$ cat src/fcps_pkg.sv
package fcps_pkg;

  // ----------------------------------------------------------------
  // clock and pulse timing
  // ----------------------------------------------------------------
  // times in tenths of a nanosecond so that printed figures stay exact
  localparam int CLK_PERIOD_DNS = 80;
  localparam int PULSE_MIN_DNS = 500;
  localparam int PULSE_MIN_CYC = (PULSE_MIN_DNS + CLK_PERIOD_DNS - 1) / CLK_PERIOD_DNS;
  localparam int SCLK_MIN_DNS = 660;
  localparam int SCLK_MAX_DNS = 2650;
  localparam int SCLK_MIN_CYC = (SCLK_MIN_DNS + CLK_PERIOD_DNS - 1) / CLK_PERIOD_DNS;
  localparam int SCLK_MAX_CYC = SCLK_MAX_DNS / CLK_PERIOD_DNS;
  localparam int SCLK_FAST_DNS = 800;
  localparam int SCLK_FAST_HALF_CYC = SCLK_FAST_DNS / CLK_PERIOD_DNS / 2;
  localparam int SCLK_SLOW_MULT = 8;

  // ----------------------------------------------------------------
  // mode pin decode and byte framing
  // ----------------------------------------------------------------
  localparam logic [2:0] MODE_MASTER_SERIAL = 3'h0;
  localparam logic [2:0] MODE_MASTER_PARALLEL = 3'h1;
  localparam logic [2:0] MODE_ASYNC_PERIPH = 3'h2;
  localparam logic [2:0] MODE_SYNC_PERIPH = 3'h3;
  localparam logic [2:0] MODE_SLAVE_PARALLEL = 3'h4;
  localparam logic [2:0] MODE_SLAVE_SERIAL = 3'h7;
  localparam int RATE_BIT = 3;
  localparam logic [2:0] STROBE_HIGH_SLOT = 3'h7;
  localparam logic [1:0] PEND_NONE = 2'h0;
  localparam logic [1:0] PEND_LOAD = 2'h1;
  localparam logic [1:0] PEND_SKIP = 2'h2;
  localparam logic [1:0] PEND_AWAIT = 2'h3;
  localparam logic [3:0] BITS_AFTER_FIRST = 4'h7;

  typedef enum logic {FCPS_WAIT_INIT, FCPS_RUN} fcps_state_t;

  typedef struct packed {
    logic select_line_zero_n;
    logic select_line_one;
    logic write_n;
    logic read_n;
  } fcps_host_t;

  typedef struct packed {
    logic reset_n;
    logic program_request_n;
    logic init;
    logic sclk;
    logic din;
    logic [7:0] data;
    fcps_host_t host;
    logic [3:0] mode;
  } fcps_pins_t;

  localparam fcps_pins_t PINS_RST = '{reset_n: 1'b1, program_request_n: 1'b1, init: 1'b0, sclk: 1'b0,
    din: 1'b0, data: 8'h00, host: '{1'b1, 1'b0, 1'b1, 1'b1}, mode: 4'h0};

endpackage

$ cat src/fcps_top.sv
`timescale 1ns/100ps
module fcps_top
  import fcps_pkg::*;
#(
  parameter int ADDR_W = 18
) (
  input wire logic clock_i,
  input wire logic reset_i,
  input wire logic reset_n_i,
  input wire logic program_request_n_i,
  input wire logic init_i,
  input wire logic [3:0] mode_i,
  input wire logic config_shift_clock_i,
  input wire logic serial_data_i,
  input wire logic [7:0] data_i,
  input wire fcps_host_t host_i,
  output logic config_shift_clock_o,
  output logic config_shift_clock_oe_o,
  output logic read_strobe_o,
  output logic [ADDR_W-1:0] addr_o,
  output logic ready_o,
  output logic status_bit_lane_o,
  output logic status_bit_lane_oe_o,
  output logic downstream_data_o,
  output logic config_active_o
);

  // ----------------------------------------------------------------
  // mode helpers
  // ----------------------------------------------------------------
  function automatic logic own_clock(input logic [2:0] m);
    return (m == MODE_MASTER_SERIAL) || (m == MODE_MASTER_PARALLEL) || (m == MODE_ASYNC_PERIPH);
  endfunction

  function automatic logic serial_mode(input logic [2:0] m);
    return (m == MODE_MASTER_SERIAL) || (m == MODE_SLAVE_SERIAL);
  endfunction

  function automatic logic selected(input fcps_host_t h, input logic strobe_n);
    return !h.select_line_zero_n && h.select_line_one && !strobe_n;
  endfunction

  // ----------------------------------------------------------------
  // pin synchronisers
  // ----------------------------------------------------------------
  fcps_pins_t pins, s1_q, s2_q, prev_q;
  assign pins = '{reset_n_i, program_request_n_i, init_i, config_shift_clock_i, serial_data_i, data_i,
    host_i, mode_i};

  // prev_q only ever looks at the second stage
  always_ff @(posedge clock_i) begin
    if (reset_i) begin
      s1_q <= PINS_RST;
      s2_q <= PINS_RST;
      prev_q <= PINS_RST;
    end else begin
      s1_q <= pins;
      s2_q <= s1_q;
      prev_q <= s2_q;
    end
  end

  // ----------------------------------------------------------------
  // restart pulse filters
  // ----------------------------------------------------------------
  logic [1:0] req_n;
  logic [1:0] hit;
  logic restart;
  assign req_n = {s2_q.program_request_n, s2_q.reset_n};
  assign restart = |hit;

  // a glitch shorter than the minimum never restarts configuration
  for (genvar g = 0; g < 2; g++) begin : g_filt
    logic [3:0] cnt_q, cnt_d;
    always_comb begin
      cnt_d = '0;
      if (!req_n[g]) begin
        cnt_d = (cnt_q == 4'(PULSE_MIN_CYC)) ? cnt_q : cnt_q + 4'h1;
      end
    end
    always_ff @(posedge clock_i) begin
      if (reset_i) begin
        cnt_q <= '0;
      end else begin
        cnt_q <= cnt_d;
      end
    end
    assign hit[g] = !req_n[g] && (cnt_q == 4'(PULSE_MIN_CYC - 1));
  end

  // ----------------------------------------------------------------
  // sequencer
  // ----------------------------------------------------------------
  fcps_state_t st_q, st_d;
  logic [3:0] mode_q, mode_d;
  logic [6:0] div_q, div_d;
  logic sclk_q, sclk_d;
  logic [2:0] cnt_q, cnt_d;
  logic strobe_q, strobe_d;
  logic [ADDR_W-1:0] addr_q, addr_d;
  logic [7:0] hold_q, hold_d, shift_q, shift_d;
  logic [3:0] left_q, left_d;
  logic [1:0] pend_q, pend_d;
  logic bit_q, bit_d, dout_q, dout_d;
  logic ready_q, ready_d, lane_q, lane_d, lane_oe_q, lane_oe_d;
  logic [6:0] half;
  logic run, own, toggle, rise_en, fall_en, wr_act, wr_prev, rd_act, init_rise;

  assign run = (st_q == FCPS_RUN);
  assign own = run && own_clock(mode_q[2:0]);
  // slow rate is eight times the fast half period
  assign half = mode_q[RATE_BIT] ? 7'(SCLK_FAST_HALF_CYC * SCLK_SLOW_MULT) : 7'(SCLK_FAST_HALF_CYC);
  assign toggle = own && (div_q == half - 7'h1);
  assign rise_en = own ? (toggle && !sclk_q) : (run && s2_q.sclk && !prev_q.sclk);
  assign fall_en = own ? (toggle && sclk_q) : (run && !s2_q.sclk && prev_q.sclk);
  assign wr_act = selected(s2_q.host, s2_q.host.write_n);
  assign wr_prev = selected(prev_q.host, prev_q.host.write_n);
  assign rd_act = selected(s2_q.host, s2_q.host.read_n);
  assign init_rise = s2_q.init && !prev_q.init;

  always_comb begin
    st_d = st_q;
    mode_d = mode_q;
    div_d = div_q;
    sclk_d = sclk_q;
    cnt_d = cnt_q;
    strobe_d = strobe_q;
    addr_d = addr_q;
    hold_d = hold_q;
    shift_d = shift_q;
    left_d = left_q;
    pend_d = pend_q;
    bit_d = bit_q;
    dout_d = dout_q;
    ready_d = ready_q;
    lane_d = ready_q;
    lane_oe_d = 1'b0;
    if (restart) begin
      st_d = FCPS_WAIT_INIT;
      div_d = '0;
      sclk_d = 1'b0;
      cnt_d = '0;
      strobe_d = 1'b0;
      addr_d = '0;
      left_d = '0;
      pend_d = PEND_NONE;
      dout_d = 1'b1;
      ready_d = 1'b0;
    end else begin
      unique case (st_q)
        FCPS_WAIT_INIT: begin
          if (init_rise) begin
            st_d = FCPS_RUN;
            mode_d = s2_q.mode;
            ready_d = 1'b1;
          end
        end
        FCPS_RUN: begin
          if (own) begin
            div_d = toggle ? 7'h0 : div_q + 7'h1;
            sclk_d = toggle ? !sclk_q : sclk_q;
          end
          if (rise_en) begin
            bit_d = s2_q.din;
            if (mode_q[2:0] == MODE_MASTER_PARALLEL) begin
              cnt_d = cnt_q + 3'h1;
              // strobe high only in the eighth slot
              strobe_d = (cnt_d == STROBE_HIGH_SLOT);
              // byte taken as the strobe rises
              if (cnt_d == STROBE_HIGH_SLOT) begin
                hold_d = s2_q.data;
                pend_d = PEND_SKIP;
              end
              // next address placed as the strobe falls
              if (cnt_q == STROBE_HIGH_SLOT) begin
                addr_d = addr_q + ADDR_W'(1);
              end
            end else if ((mode_q[2:0] == MODE_SYNC_PERIPH || mode_q[2:0] == MODE_SLAVE_PARALLEL) && wr_act) begin
              hold_d = s2_q.data;
              // slave parallel bytes are kept, never queued downstream
              pend_d = (mode_q[2:0] == MODE_SYNC_PERIPH) ? PEND_SKIP : PEND_NONE;
            end else if (pend_q == PEND_AWAIT) begin
              pend_d = PEND_SKIP;
            end
          end
          if (fall_en) begin
            if (serial_mode(mode_q[2:0])) begin
              // captured bit leaves on the following fall
              dout_d = bit_q;
            end else begin
              if (left_q != 4'h0) begin
                dout_d = shift_q[7];
                shift_d = {shift_q[6:0], 1'b0};
                left_d = left_q - 4'h1;
              end
              // first fall skipped, bit seven on the next
              if (pend_q == PEND_SKIP) begin
                pend_d = PEND_LOAD;
              end else if (pend_q == PEND_LOAD) begin
                dout_d = hold_q[7];
                shift_d = {hold_q[6:0], 1'b0};
                left_d = BITS_AFTER_FIRST;
                pend_d = PEND_NONE;
              end
            end
          end
          if (mode_q[2:0] == MODE_ASYNC_PERIPH) begin
            // ready back once the byte is fully out
            if (!ready_q && pend_q == PEND_NONE && left_q == 4'h0) begin
              ready_d = 1'b1;
            end
            // latch on write release and drop ready
            if (wr_prev && !wr_act && ready_q) begin
              hold_d = prev_q.data;
              pend_d = PEND_AWAIT;
              ready_d = 1'b0;
            end
            // ready shown on the status lane during a read
            lane_oe_d = rd_act;
          end
        end
      endcase
    end
  end

  always_ff @(posedge clock_i) begin
    if (reset_i) begin
      st_q <= FCPS_WAIT_INIT;
      mode_q <= '0;
      div_q <= '0;
      sclk_q <= 1'b0;
      cnt_q <= '0;
      strobe_q <= 1'b0;
      addr_q <= '0;
      hold_q <= '0;
      shift_q <= '0;
      left_q <= '0;
      pend_q <= PEND_NONE;
      bit_q <= 1'b0;
      dout_q <= 1'b1;
      ready_q <= 1'b0;
      lane_q <= 1'b0;
      lane_oe_q <= 1'b0;
    end else begin
      st_q <= st_d;
      mode_q <= mode_d;
      div_q <= div_d;
      sclk_q <= sclk_d;
      cnt_q <= cnt_d;
      strobe_q <= strobe_d;
      addr_q <= addr_d;
      hold_q <= hold_d;
      shift_q <= shift_d;
      left_q <= left_d;
      pend_q <= pend_d;
      bit_q <= bit_d;
      dout_q <= dout_d;
      ready_q <= ready_d;
      lane_q <= lane_d;
      lane_oe_q <= lane_oe_d;
    end
  end

  assign config_shift_clock_o = sclk_q;
  assign config_shift_clock_oe_o = own;
  assign read_strobe_o = strobe_q;
  assign addr_o = addr_q;
  assign ready_o = ready_q;
  assign status_bit_lane_o = lane_q;
  assign status_bit_lane_oe_o = lane_oe_q;
  assign downstream_data_o = dout_q;
  assign config_active_o = run;

  // ----------------------------------------------------------------
  // checks
  // ----------------------------------------------------------------
  // helpers: low slots before each strobe rise, cycles between clock rises
  logic [2:0] lowcnt_q;
  logic [9:0] per_q;
  logic per_ok_q;
  always_ff @(posedge clock_i) begin
    if (reset_i || restart) begin
      lowcnt_q <= '0;
      per_q <= '0;
      per_ok_q <= 1'b0;
    end else begin
      if (rise_en) begin
        lowcnt_q <= strobe_q ? 3'h0 : lowcnt_q + 3'h1;
      end
      per_q <= rise_en ? 10'h0 : per_q + 10'h1;
      per_ok_q <= per_ok_q || (rise_en && own);
    end
  end
endmodule

$ cat config.mk
export PLATFORM = sky130hd
export DESIGN_NAME = fcps_top
export DESIGN_NICKNAME = d
export VERILOG_FILES = /design/src/fcps_pkg.sv /design/src/fcps_top.sv
export SDC_FILE = /design/constraint.sdc
export NUM_CORES = 1
export LEC_CHECK = 0
export ABC_AREA = 0
export BUFFER_PORTS_ARGS = -buffer_cell sky130_fd_sc_hd__buf_2
export CAP_MARGIN = 20
export CORE_AREA = 2 2 109 111
export DETAILED_ROUTE_END_ITERATION = 6
export DIE_AREA = 0 0 111 113
export PLACE_DENSITY = 0.76
export SKIP_LAST_GASP = 1
export SLEW_MARGIN = 40
export SYNTH_ARGS = -nofsm -noshare
export SYNTH_HDL_FRONTEND = slang
export SYNTH_SLANG_ARGS = --single-unit
$ cat constraint.sdc
create_clock -name clock_i -period 2.25 [get_ports clock_i]
set_clock_uncertainty 0.2 [all_clocks]
set_input_delay 0.1125 -clock clock_i [delete_from_list [all_inputs] [get_ports clock_i]]
set_output_delay 0.1125 -clock clock_i [all_outputs]
set_load 0.01 [all_outputs]
==> results of run 1 <==
-- cell families (layout without fill, tap and decap cells) --
family          after synthesis  count (layout)
mux                           8               8
simple gates                257             257
xor+xnor                     19              19
fa+ha+maj                    10              10
compound gates              103             103
flops                       125             125
buf+inv                      43             148
-- state kept, by name, summed over array words and instances, names as in the netlist, 2 cells and up --
register      count
addr_o           18
cnt_q             3
div_q             7
g_filt.cnt_q      8
hold_q            8
left_q            4
mode_q            4
pend_q            2
prev_q           13
req_n             2
s1_q             21
s2_q             19
shift_q           8
-- worst max-delay path, cell delays in order (launching register included) --
cell,delay [ns]
dfxtp_1,0.36
and4_2,0.30
o2111ai_4,0.28
buf_4,0.24
nand2_2,0.16
o311a_1,0.37
o221a_2,0.13
-- where the power goes --
part | internal (W) | switching [W]
sequential | 0.00227 | 0.0000261
combinational | 0.000108 | 0.000107
clock | 0.00163 | 0.000988
total | 0.00401 | 0.00112
-- metal layers --
layer,GRT usage [%],up-vias,wire length (um)
met3,4.61,24,564
met1,22.8,2047,5370
met5,0,-,0
met4,8.92,0,270
met2,32.6,154,5530
li1,-,2192,-
-- worst max-delay path by stage --
| stage | from | cells after the start | endpoint | slack (ns) |
|---|---|---|---|---|
| after CTS | s2_q[6] | 5 | hold_q[5] | 0.002 |
| after global routing | div_q[5] | 6 | hold_q[2] | -0.00002 |
| after floorplan | s2_q[6] | 5 | hold_q[6] | 0.08 |
| after detailed placement | mode_q[3] | 6 | hold_q[5] | -0.001 |
| after global placement | s2_q[6] | 5 | hold_q[3] | 0.09 |
| final | div_q[5] | 6 | hold_q[2] | 0.09 |
-- area by class of cell --
| type | count | area, sq um | area share [%] |
|---|---|---|---|
| Clock buffer | 19 | 433 | 6.51 |
| Clock inverter | 13 | 144 | 2.16 |
| Inverter | 14 | 52.6 | 0.791 |
| Multi-Input combinational cell | 397 | 2610 | 39.3 |
| Sequential cell | 125 | 2510 | 37.7 |
| Tap cell | 143 | 179 | 2.69 |
| Timing Repair Buffer | 102 | 717 | 10.8 |
-- repair_timing --
action,in CTS,in global routing
pin swaps,0,2
endpoints found under the hold margin,29,0
gates resized for setup,4,18
hold buffers,22,0
setup endpoints to repair,5,16
-- per-stage QoR --
stage | setup slack [ns] | hold WS, ns | power [W] | area [sq um]
after floorplan | 0.0755 | 0.0163 | 0.00245 | 5220
after detailed placement | -0.00131 | 0.0960 | 0.00251 | 5770
final | 0.0937 | 0.205 | 0.00513 | 6650
after CTS | 0.00197 | 0.199 | 0.00515 | 6590
after global placement | 0.0875 | 0.0946 | 0.00251 | 5770
after global routing | -0.0000162 | 0.213 | 0.00527 | 6650
-- placed cells by master (no fill, tap or decap), types with 9 or more instances in the layout --
cell / n
nand4_1: 15
nor3_1: 14
nor2b_1: 49
nor2_1: 50
o21ai_0: 20
or2_2: 12
ha_1: 10
clkbuf_16: 17
dfxtp_1: 121
or3_1: 14
nand2_1: 41
buf_4: 30
nand3_1: 11
buf_2: 48
dlygate4sd3_1: 22
a21oi_1: 23
a31oi_1: 9
xnor2_1: 17
inv_1: 14
-- synth_stat cells, drive strengths merged (4+ instances only) --
| cell type | n |
|---|---|
| nor3 | 15 |
| o311a | 8 |
| or3 | 15 |
| clkbuf | 24 |
| nor2 | 50 |
| dfxtp | 125 |
| nand3 | 13 |
| a21oi | 26 |
| xnor2 | 17 |
| a21boi | 4 |
| o221a | 8 |
| buf | 5 |
| nand2 | 43 |
| o21ai | 22 |
| or2 | 12 |
| a2111oi | 4 |
| inv | 14 |
| and4 | 6 |
| a211oi | 7 |
| a31oi | 9 |
| nor4 | 9 |
| ha | 10 |
| mux2i | 8 |
| nor2b | 49 |
| nand4 | 15 |
==> summary.txt, run 1 <==
status - finished clean
Lkg Pwr - 2.60 nW
initial drt markers - 438
Clk Tree Root Cell - clkbuf_16
top_reg_cell synth - dfxtp_1
multiplexer share of the synthesized area - 1.53%
hold crit path type - reg2reg
Data arrival, critical path - 2.25 ns
core area - 11300 sq um
Post-synth EDFFs - 0
first-pass GRT wire length - 19.6 mm
syn_area_per_cell - 9.23 sq um
CP required - 2.35 ns
clk_lat worst skew - 0.41 ns
Via density - 5.43
antenna cells - 0
final wirelength - 11.7 mm
CTS Sinks - 125
IO Pins - 49
register area share after synthesis - 48.0%
Pre-antenna DRT Iters - 5
Max-Cap Viols - 0
Post-Syn Area - 5220 sq um
ranking of synthesized cells by area - dfxtp_1 (48%), nor2b_1 (5.9%), nor2_1 (3.6%)
yosys warns - 0
#FFs+latches synth - 125
CP startpoint kind - flop
Post-Synth Adder-Cell Area - 2.40%
main combinational cell family by area after synthesis - simple AND/OR/NAND/NOR gates
library cells used by synthesis - 63
hold path startpoint - s1_q[7]
RR Endpoint - hold_q[2]
fillers - 932
Yosys top cell by area - dfxtp_1
post-CTS setup buffer count - 0
Worst Hold Depth - 1
crit path max fanout - 10
Total GRT Usage - 19.1%
clock slew at reported path FFs - 0.05 ns
Post-Synth XOR/XNOR Area - 3.19%
# DRC - 0
simple-gate area share of the yosys netlist - 27.4%
Longest Clk Path Bufs - 2
Tcrit/Tclk final - 95.8%
Final Max Tran Viols - 0
worst-margin pin slew - 0.568 ns
PD cells - 771 nW/um^2
Worst setup EP type - flop
final core utilization - 59.0%
CP Class - reg2reg
die height - 113 um
Setup TNS - 0 ns
number of CTS-inserted buffers - 17
Hold Fails Final Rpt - 0
R2R cell count - 6
Chip Width - 111 um
Slew HR - 62.1%
share of layout cells above drive strength 1 - 23.4%
Detailed Place HPWL - 7.82 mm
Finish-stage setup viols - 0
post-synthesis cell count - 565
Final Critical Period - 2.16 ns
# rows - 39
die area - 12500 sq um
number of I/O port buffers - 48
compound-gate portion of the synthesized area - 14.1%
RR Startpoint - div_q[5]
Initial Util - 46.3%
Final nets - 690
DP Cell Count - 759
number of global-route vias before repair - 4206
non-filler instance count after layout - 813
largest net degree at the start of global routing - 37
Synth Net Count - 598
Routed WL per cell - 14.4 um
maximum clock frequency - 0.464 GHz
RD Place Congestion - 0.815
worst vdd ir - 0.583 mV
reg-to-reg setup timing slack - 0.09 ns
area grow syn2layout - 27.4%
FFs w/ async S/R, synth - 0%
top cell type's share of synthesized area - 48.0%
initial antenna violation count - 0
CTS tree - built
CTS H-tree lvls - 4
WHS Endpoint - s2_q[7]
Final ANT Viol Nets - 0
via count - 4417
gr ovfl total - 0
(Power assumes the default switching activity.)
==> inputs of run 2 (changes only) <==
--- a/config.mk
+++ b/config.mk
@@ -8,12 +8,13 @@
 export ABC_AREA = 0
 export BUFFER_PORTS_ARGS = -buffer_cell sky130_fd_sc_hd__buf_2
 export CAP_MARGIN = 20
-export CORE_AREA = 2 2 109 111
+export CORE_AREA = 2 2 90 135
 export DETAILED_ROUTE_END_ITERATION = 6
-export DIE_AREA = 0 0 111 113
-export PLACE_DENSITY = 0.76
+export DIE_AREA = 0 0 92 137
+export PLACE_DENSITY = 0.75
 export SKIP_LAST_GASP = 1
 export SLEW_MARGIN = 40
 export SYNTH_ARGS = -nofsm -noshare
 export SYNTH_HDL_FRONTEND = slang
 export SYNTH_SLANG_ARGS = --single-unit
+export TNS_END_PERCENT = 1
==> run 2 against run 1 <==
Final cell count rose by 1.5%. Global-route usage about the same. Fmax decreased by 3.9%. Critical path depth decreased by 1. Via count shrank 0.25%. Sequential power is essentially flat. First-iteration DRC count decreased by 42%. Final area up 0.34%. Core utilization fell by 0.52 points. Setup slack worse by 0.086 ns. Clock power is 5% higher. Largest cell class unchanged. Register-to-register slack lost 0.09 ns. Critical path type unchanged.
==> summary.txt, run 2 (synthesis gave the netlist of run 1 again) <==
# rows - 48 (+23%)
PD cells - 789 nW/um^2 (+2.3%)
commonest non-fill, non-tap cell in the layout - dfxtp_1
final worst slack - 0.00731 ns (-0.0864 ns)
Final ANT Viol Nets - 0 (unchanged)
antenna cells - 0 (unchanged)
CTS tree - built
largest net degree at the start of global routing - 36 (-2.7%)
Slew HR - 61.7% (-0.37 points)
Detailed Place HPWL - 7.77 mm (-0.76%)
Sw Pwr - 0.00122 W (+8.5%)
RD Place Congestion - 0.860 (+5.6%)
Data arrival, critical path - 2.40 ns (+0.15 ns)
Lkg Pwr - 2.64 nW (+1.5%)
worst vdd ir - 0.615 mV (+5.5%)
first-pass GRT wire length - 19.1 mm (-2.4%)
area grow syn2layout - 27.8%
die height - 137 um (+21%)
Final nets - 695 (+0.72%)
Cell Chain, Critical Path - or3b_2 > or4b_4 > buf_4 > a21oi_4 > o221a_2
Via density - 5.34 (-1.7%)
Max-Cap Viols - 0 (unchanged)
Gate power share - 4.1% (about the same)
number of global-route vias before repair - 4283 (+1.8%)
Sw Ratio - 23.1% (+1.3 points)
IO Pins - 49 (unchanged)
hold crit path type - reg2reg
Hold Fails Final Rpt - 0 (unchanged)
Tcrit/Tclk final - 99.7% (+3.8 points)
register share of total power - 43.5% (-1.2 points)
# DRC - 0 (unchanged)
clock slew at reported path FFs - 0.06 ns (about the same)
Longest Clk Path Bufs - 2 (unchanged)
Pre-antenna DRT Iters - 5 (unchanged)
fillers - 981 (+5.3%)
number of I/O port buffers - 48 (unchanged)
RSZ-0062 raised after global routing - true
Clk Tree Root Cell - clkbuf_16
core area - 11400 sq um (+1.2%)
crit path max fanout - 8 (-2)
number of CTS-inserted buffers - 17 (unchanged)
most frequent cells in the layout - dfxtp_1 (122), nor2_1 (50), nor2b_1 (49)
CTS H-tree lvls - 4 (unchanged)
Cell Area, Placed - 5800 sq um (+0.67%)
status - finished clean
Chip Width - 92 um (-17%)
die area - 12600 sq um (+0.49%)
Total GRT Usage - 19.0% (-0.035 points)
Final Critical Period - 2.24 ns (+0.0864 ns)
CP Class - reg2reg
gr ovfl total - 0 (unchanged)
Hold Slack - 0.207 ns (+0.00202 ns)
Place WS - -0.0623 ns (-0.0610 ns)
clk_lat worst skew - 0.41 ns (about the same)
clock share of power - 52.4% (+1.3 points)
via count - 4406 (-0.25%)
Final Cell Area - 6670 sq um (+0.34%)
Most flops, register - s1_q
maximum clock frequency - 0.446 GHz (-3.9%)
Worst setup EP type - flop
worst-margin pin slew - 0.559 ns (-0.00888 ns)
CTS Sinks - 125 (unchanged)
Initial Util - 45.7% (-0.56 points)
CP max stage delay - 0.53 ns (+0.16 ns)
P_int - 0.00405 W (+1.0%)
CP required - 2.41 ns (+0.06 ns)
Final Max Tran Viols - 0 (unchanged)
Finish-stage setup viols - 0 (unchanged)
Worst path slowest cell - or4b_4
Routed WL per cell - 13.7 um (-4.7%)
final wirelength - 11.3 mm (-3.3%)
FF+latch area - 2510 sq um (about the same)
Multi-input gate area - 2570 sq um (-1.5%)
share of layout cells above drive strength 1 - 23.4% (-0.025 points)
initial antenna violation count - 0 (unchanged)
initial drt markers - 253 (-42%)
CP startpoint kind - flop
max reg flops - 21 (unchanged)
## run 2: power by group through the flow
stage               clock, W  combinational, W  sequential, W
floorplan                  0          0.000115        0.00233
global placement           0          0.000179        0.00233
detailed placement         0          0.000185        0.00233
CTS                  0.00280          0.000216        0.00229
global route         0.00291          0.000242        0.00229
finish               0.00276          0.000218        0.00229
## run 2: stage by stage
stage,setup TNS [ns],instances,utilization [%],total power [W]
2_1_floorplan,0,565,-,0.00245
3_3_place_gp,0,770,50.9,0.00251
3_5_place_dp,-0.363,770,50.9,0.00252
4_1_cts,-0.116,824,58.1,0.00531
5_1_grt,-0.680,825,58.4,0.00544
6_report,0,825,58.4,0.00526
## run 2: path summary, 6_finish.rpt
check	from	to	slack, ns	cells past startpoint
max	s2_q[6]	hold_q[3]	0.007	5
min reg2reg	s1_q[19]	req_n[1]	0.21	1
min	s1_q[19]	req_n[1]	0.21	1
max reg2reg	s2_q[6]	hold_q[3]	0.007	5
## run 2: cell type report
cell class	instances	area share [%]
multi-input cells	397	38.6
flip-flops and latches	125	37.6
repair buffers	107	11.3
clock buffers	17	6.38
well taps	150	2.81
clock inverters	15	2.57
inverters	14	0.788
## run 2: repair_timing
item | 4_1_cts | 5_1_grt
hold buffers | 22 | 0
setup endpoints to repair | 9 | 22
gates resized for setup | 2 | 9
pin swaps | 0 | 3
buffers inserted | 0 | 1
gates cloned | 0 | 0
endpoints found under the hold margin | 25 | 0
## run 2: per-layer routing
metal | track usage [%] | vias to the layer above | part of all wire, % | wire length, um
li1 | - | 2200 | - | -
met2 | 33.7 | 134 | 51 | 5820
met1 | 21.0 | 2048 | 42 | 4770
met3 | 5.18 | 24 | 4.3 | 492
met4 | 9.04 | 0 | 2.3 | 262
met5 | 0 | - | 0 | 0
## run 2: worst max-delay path, delay by kind of cell (launching register included)
| family | cells | cell delay, ns |
|---|---|---|
| AND/OR/NAND/NOR | 2 | 0.99 |
| buffers and inverters | 1 | 0.16 |
| AO/OA/AOI/OAI | 2 | 0.49 |
| flip-flops | 1 | 0.34 |
==> inputs of run 3 (changes only) <==
--- a/config.mk
+++ b/config.mk
@@ -8,10 +8,12 @@
 export ABC_AREA = 0
 export BUFFER_PORTS_ARGS = -buffer_cell sky130_fd_sc_hd__buf_2
 export CAP_MARGIN = 20
-export CORE_AREA = 2 2 90 135
+export CELL_PAD_IN_SITES_DETAIL_PLACEMENT = 0
+export CELL_PAD_IN_SITES_GLOBAL_PLACEMENT = 2
+export CORE_AREA = 2 2 106 159
 export DETAILED_ROUTE_END_ITERATION = 6
-export DIE_AREA = 0 0 92 137
-export PLACE_DENSITY = 0.75
+export DIE_AREA = 0 0 108 161
+export PLACE_DENSITY = 0.83
 export SKIP_LAST_GASP = 1
 export SLEW_MARGIN = 40
 export SYNTH_ARGS = -nofsm -noshare
==> run 3 against run 2 <==
The run now ends with negative setup slack left. First-iteration DRC count down 3.2%. Largest cell class unchanged. Via count is 0.34% lower. Setup slack got worse by 0.035 ns. Sequential cell count unchanged. Core utilization decreased by 17 points. Combinational power about the same. Die area increased by 38%.
==> summary.txt, run 3 (synthesis gave the netlist of run 1 again) <==
status - finished with violations
failing checks - negative setup slack
commonest non-fill, non-tap cell in the layout - dfxtp_1
Most flops, register - s1_q
first-pass GRT wire length - 20.1 mm (+5.0%)
Finish-stage setup viols - 8 (+8)
Power, Total - 0.00519 W (-1.5%)
CP required - 2.35 ns (-0.06 ns)
clock slew at reported path FFs - 0.06 ns (about the same)
Lkg Pwr - 2.63 nW (-0.45%)
die area - 17400 sq um (+38%)
initial antenna violation count - 0 (unchanged)
most frequent cells in the layout - dfxtp_1 (125), nor2_1 (50), nor2b_1 (49)
RD Place Congestion - 0.793 (-7.9%)
Detailed Place HPWL - 8.87 mm (+14%)
# rows - 57 (+19%)
CTS H-tree lvls - 4 (unchanged)
via count - 4391 (-0.34%)
gr ovfl total - 0 (unchanged)
Tcrit/Tclk final - 101% (+1.6 points)
number of global-route vias before repair - 4203 (-1.9%)
initial drt markers - 245 (-3.2%)
Longest Clk Path Bufs - 2 (unchanged)
CTS Sinks - 125 (unchanged)
area grow syn2layout - 28.9%
max reg flops - 21 (unchanged)
post-CTS setup buffer count - 0 (unchanged)
Final ANT Viol Nets - 0 (unchanged)
final wirelength - 12.1 mm (+7.0%)
PD cells - 771 nW/um^2 (-2.3%)
CP Class - reg2reg
Final nets - 697 (+0.29%)
share of layout cells above drive strength 1 - 22.5% (-0.92 points)
Slew HR - 66.3% (+4.6 points)
IO Pins - 49 (unchanged)
Setup TNS - -0.142 ns (-0.142 ns)
worst-margin pin slew - 0.492 ns (-0.0671 ns)
number of CTS-inserted buffers - 17 (unchanged)
Hold Slack - 0.205 ns (-0.00157 ns)
Worst setup EP type - flop
worst vdd ir - 0.419 mV (-32%)
Chip Width - 108 um (+17%)
Max-Cap Viols - 0 (unchanged)
CTS tree - built
largest net degree at the start of global routing - 40 (+11%)
Pre-antenna DRT Iters - 4 (-1)
final worst slack - -0.0278 ns (-0.0351 ns)
Final Critical Period - 2.28 ns (+0.0351 ns)
Final Max Tran Viols - 0 (unchanged)
Data arrival, critical path - 2.37 ns (-0.03 ns)
Place WS - -0.0171 ns (+0.0452 ns)
core area - 16000 sq um (+41%)
crit path max fanout - 8 (unchanged)
die height - 161 um (+18%)
Via density - 4.98 (-6.8%)
Total GRT Usage - 14.6% (-4.4 points)
maximum clock frequency - 0.439 GHz (-1.5%)
number of I/O port buffers - 48 (unchanged)
Clk Tree Root Cell - clkbuf_16
RSZ-0062 raised after global routing - true
hold crit path type - reg2reg
Routed WL per cell - 13.8 um (+0.10%)
Initial Util - 32.5% (-13 points)
Hold Fails Final Rpt - 0 (unchanged)
clk_lat worst skew - 0.42 ns (about the same)
antenna cells - 0 (unchanged)
CP startpoint kind - flop
# DRC - 0 (unchanged)
## run 3: cell count changes in the layout (fill, tap and decap cells not counted), moves of 2 or more
cell,previous run,this run
clkinvlp_4,1,5
dfxtp_1,122,125
dfxtp_2,3,0
inv_6,9,6
nand2_1,41,43
nand2_2,2,0
## run 3: area by class of cell
class	instances	area, sq um
fill	1595	9320
inverter	14	52.6
sequential	125	2500
clock buffer	17	425
timing repair buffer	109	778
tap	206	258
multi-input combinational	397	2550
clock inverter	14	159
## run 3: timing repair
item,4_1_cts,5_1_grt
hold endpoints to repair,32,0
hold buffers,22,0
endpoints found under the setup margin,9,27
gates resized for setup,1,1
## run 3: routing by layer
metal / global-route usage (%) / share of wire (%) / vias to the layer above / wire length, um
li1: - / - / 2208 / -
met3: 2.58 / 2.4 / 20 / 296
met5: 0 / 0 / - / 0
met2: 26.1 / 52 / 70 / 6340
met4: 7.63 / 2.2 / 0 / 261
met1: 16.3 / 43 / 2093 / 5250
## run 3: final timing paths
check | end | slack [ns] | startpoint | depth (start not counted)
setup / recovery | hold_q[2] | -0.03 | s2_q[6] | 5
hold / removal | s2_q[7] | 0.21 | s1_q[7] | 1
setup reg to reg | hold_q[2] | -0.03 | s2_q[6] | 5
hold reg to reg | s2_q[7] | 0.21 | s1_q[7] | 1
## run 3: metrics by stage
step,cell area [sq um],util [%],cells
final,6720,41.9,882
after global routing,6720,41.9,882
after CTS,6720,41.9,882
after detailed placement,5910,36.8,829
after global placement,5910,36.8,829
after floorplan,5220,-,565
## run 3: worst max-delay path: stages, from the launching register on
cell and delay [ns]:
dfxtp_1 0.35, or3b_2 0.47, or4b_4 0.53, nand2_1 0.10, nand2_1 0.20, o221a_2 0.31
## run 3: power breakdown
group          internal (W)  switching, W
sequential          0.00226     0.0000228
combinational      0.000114      0.000106
clock               0.00164       0.00104
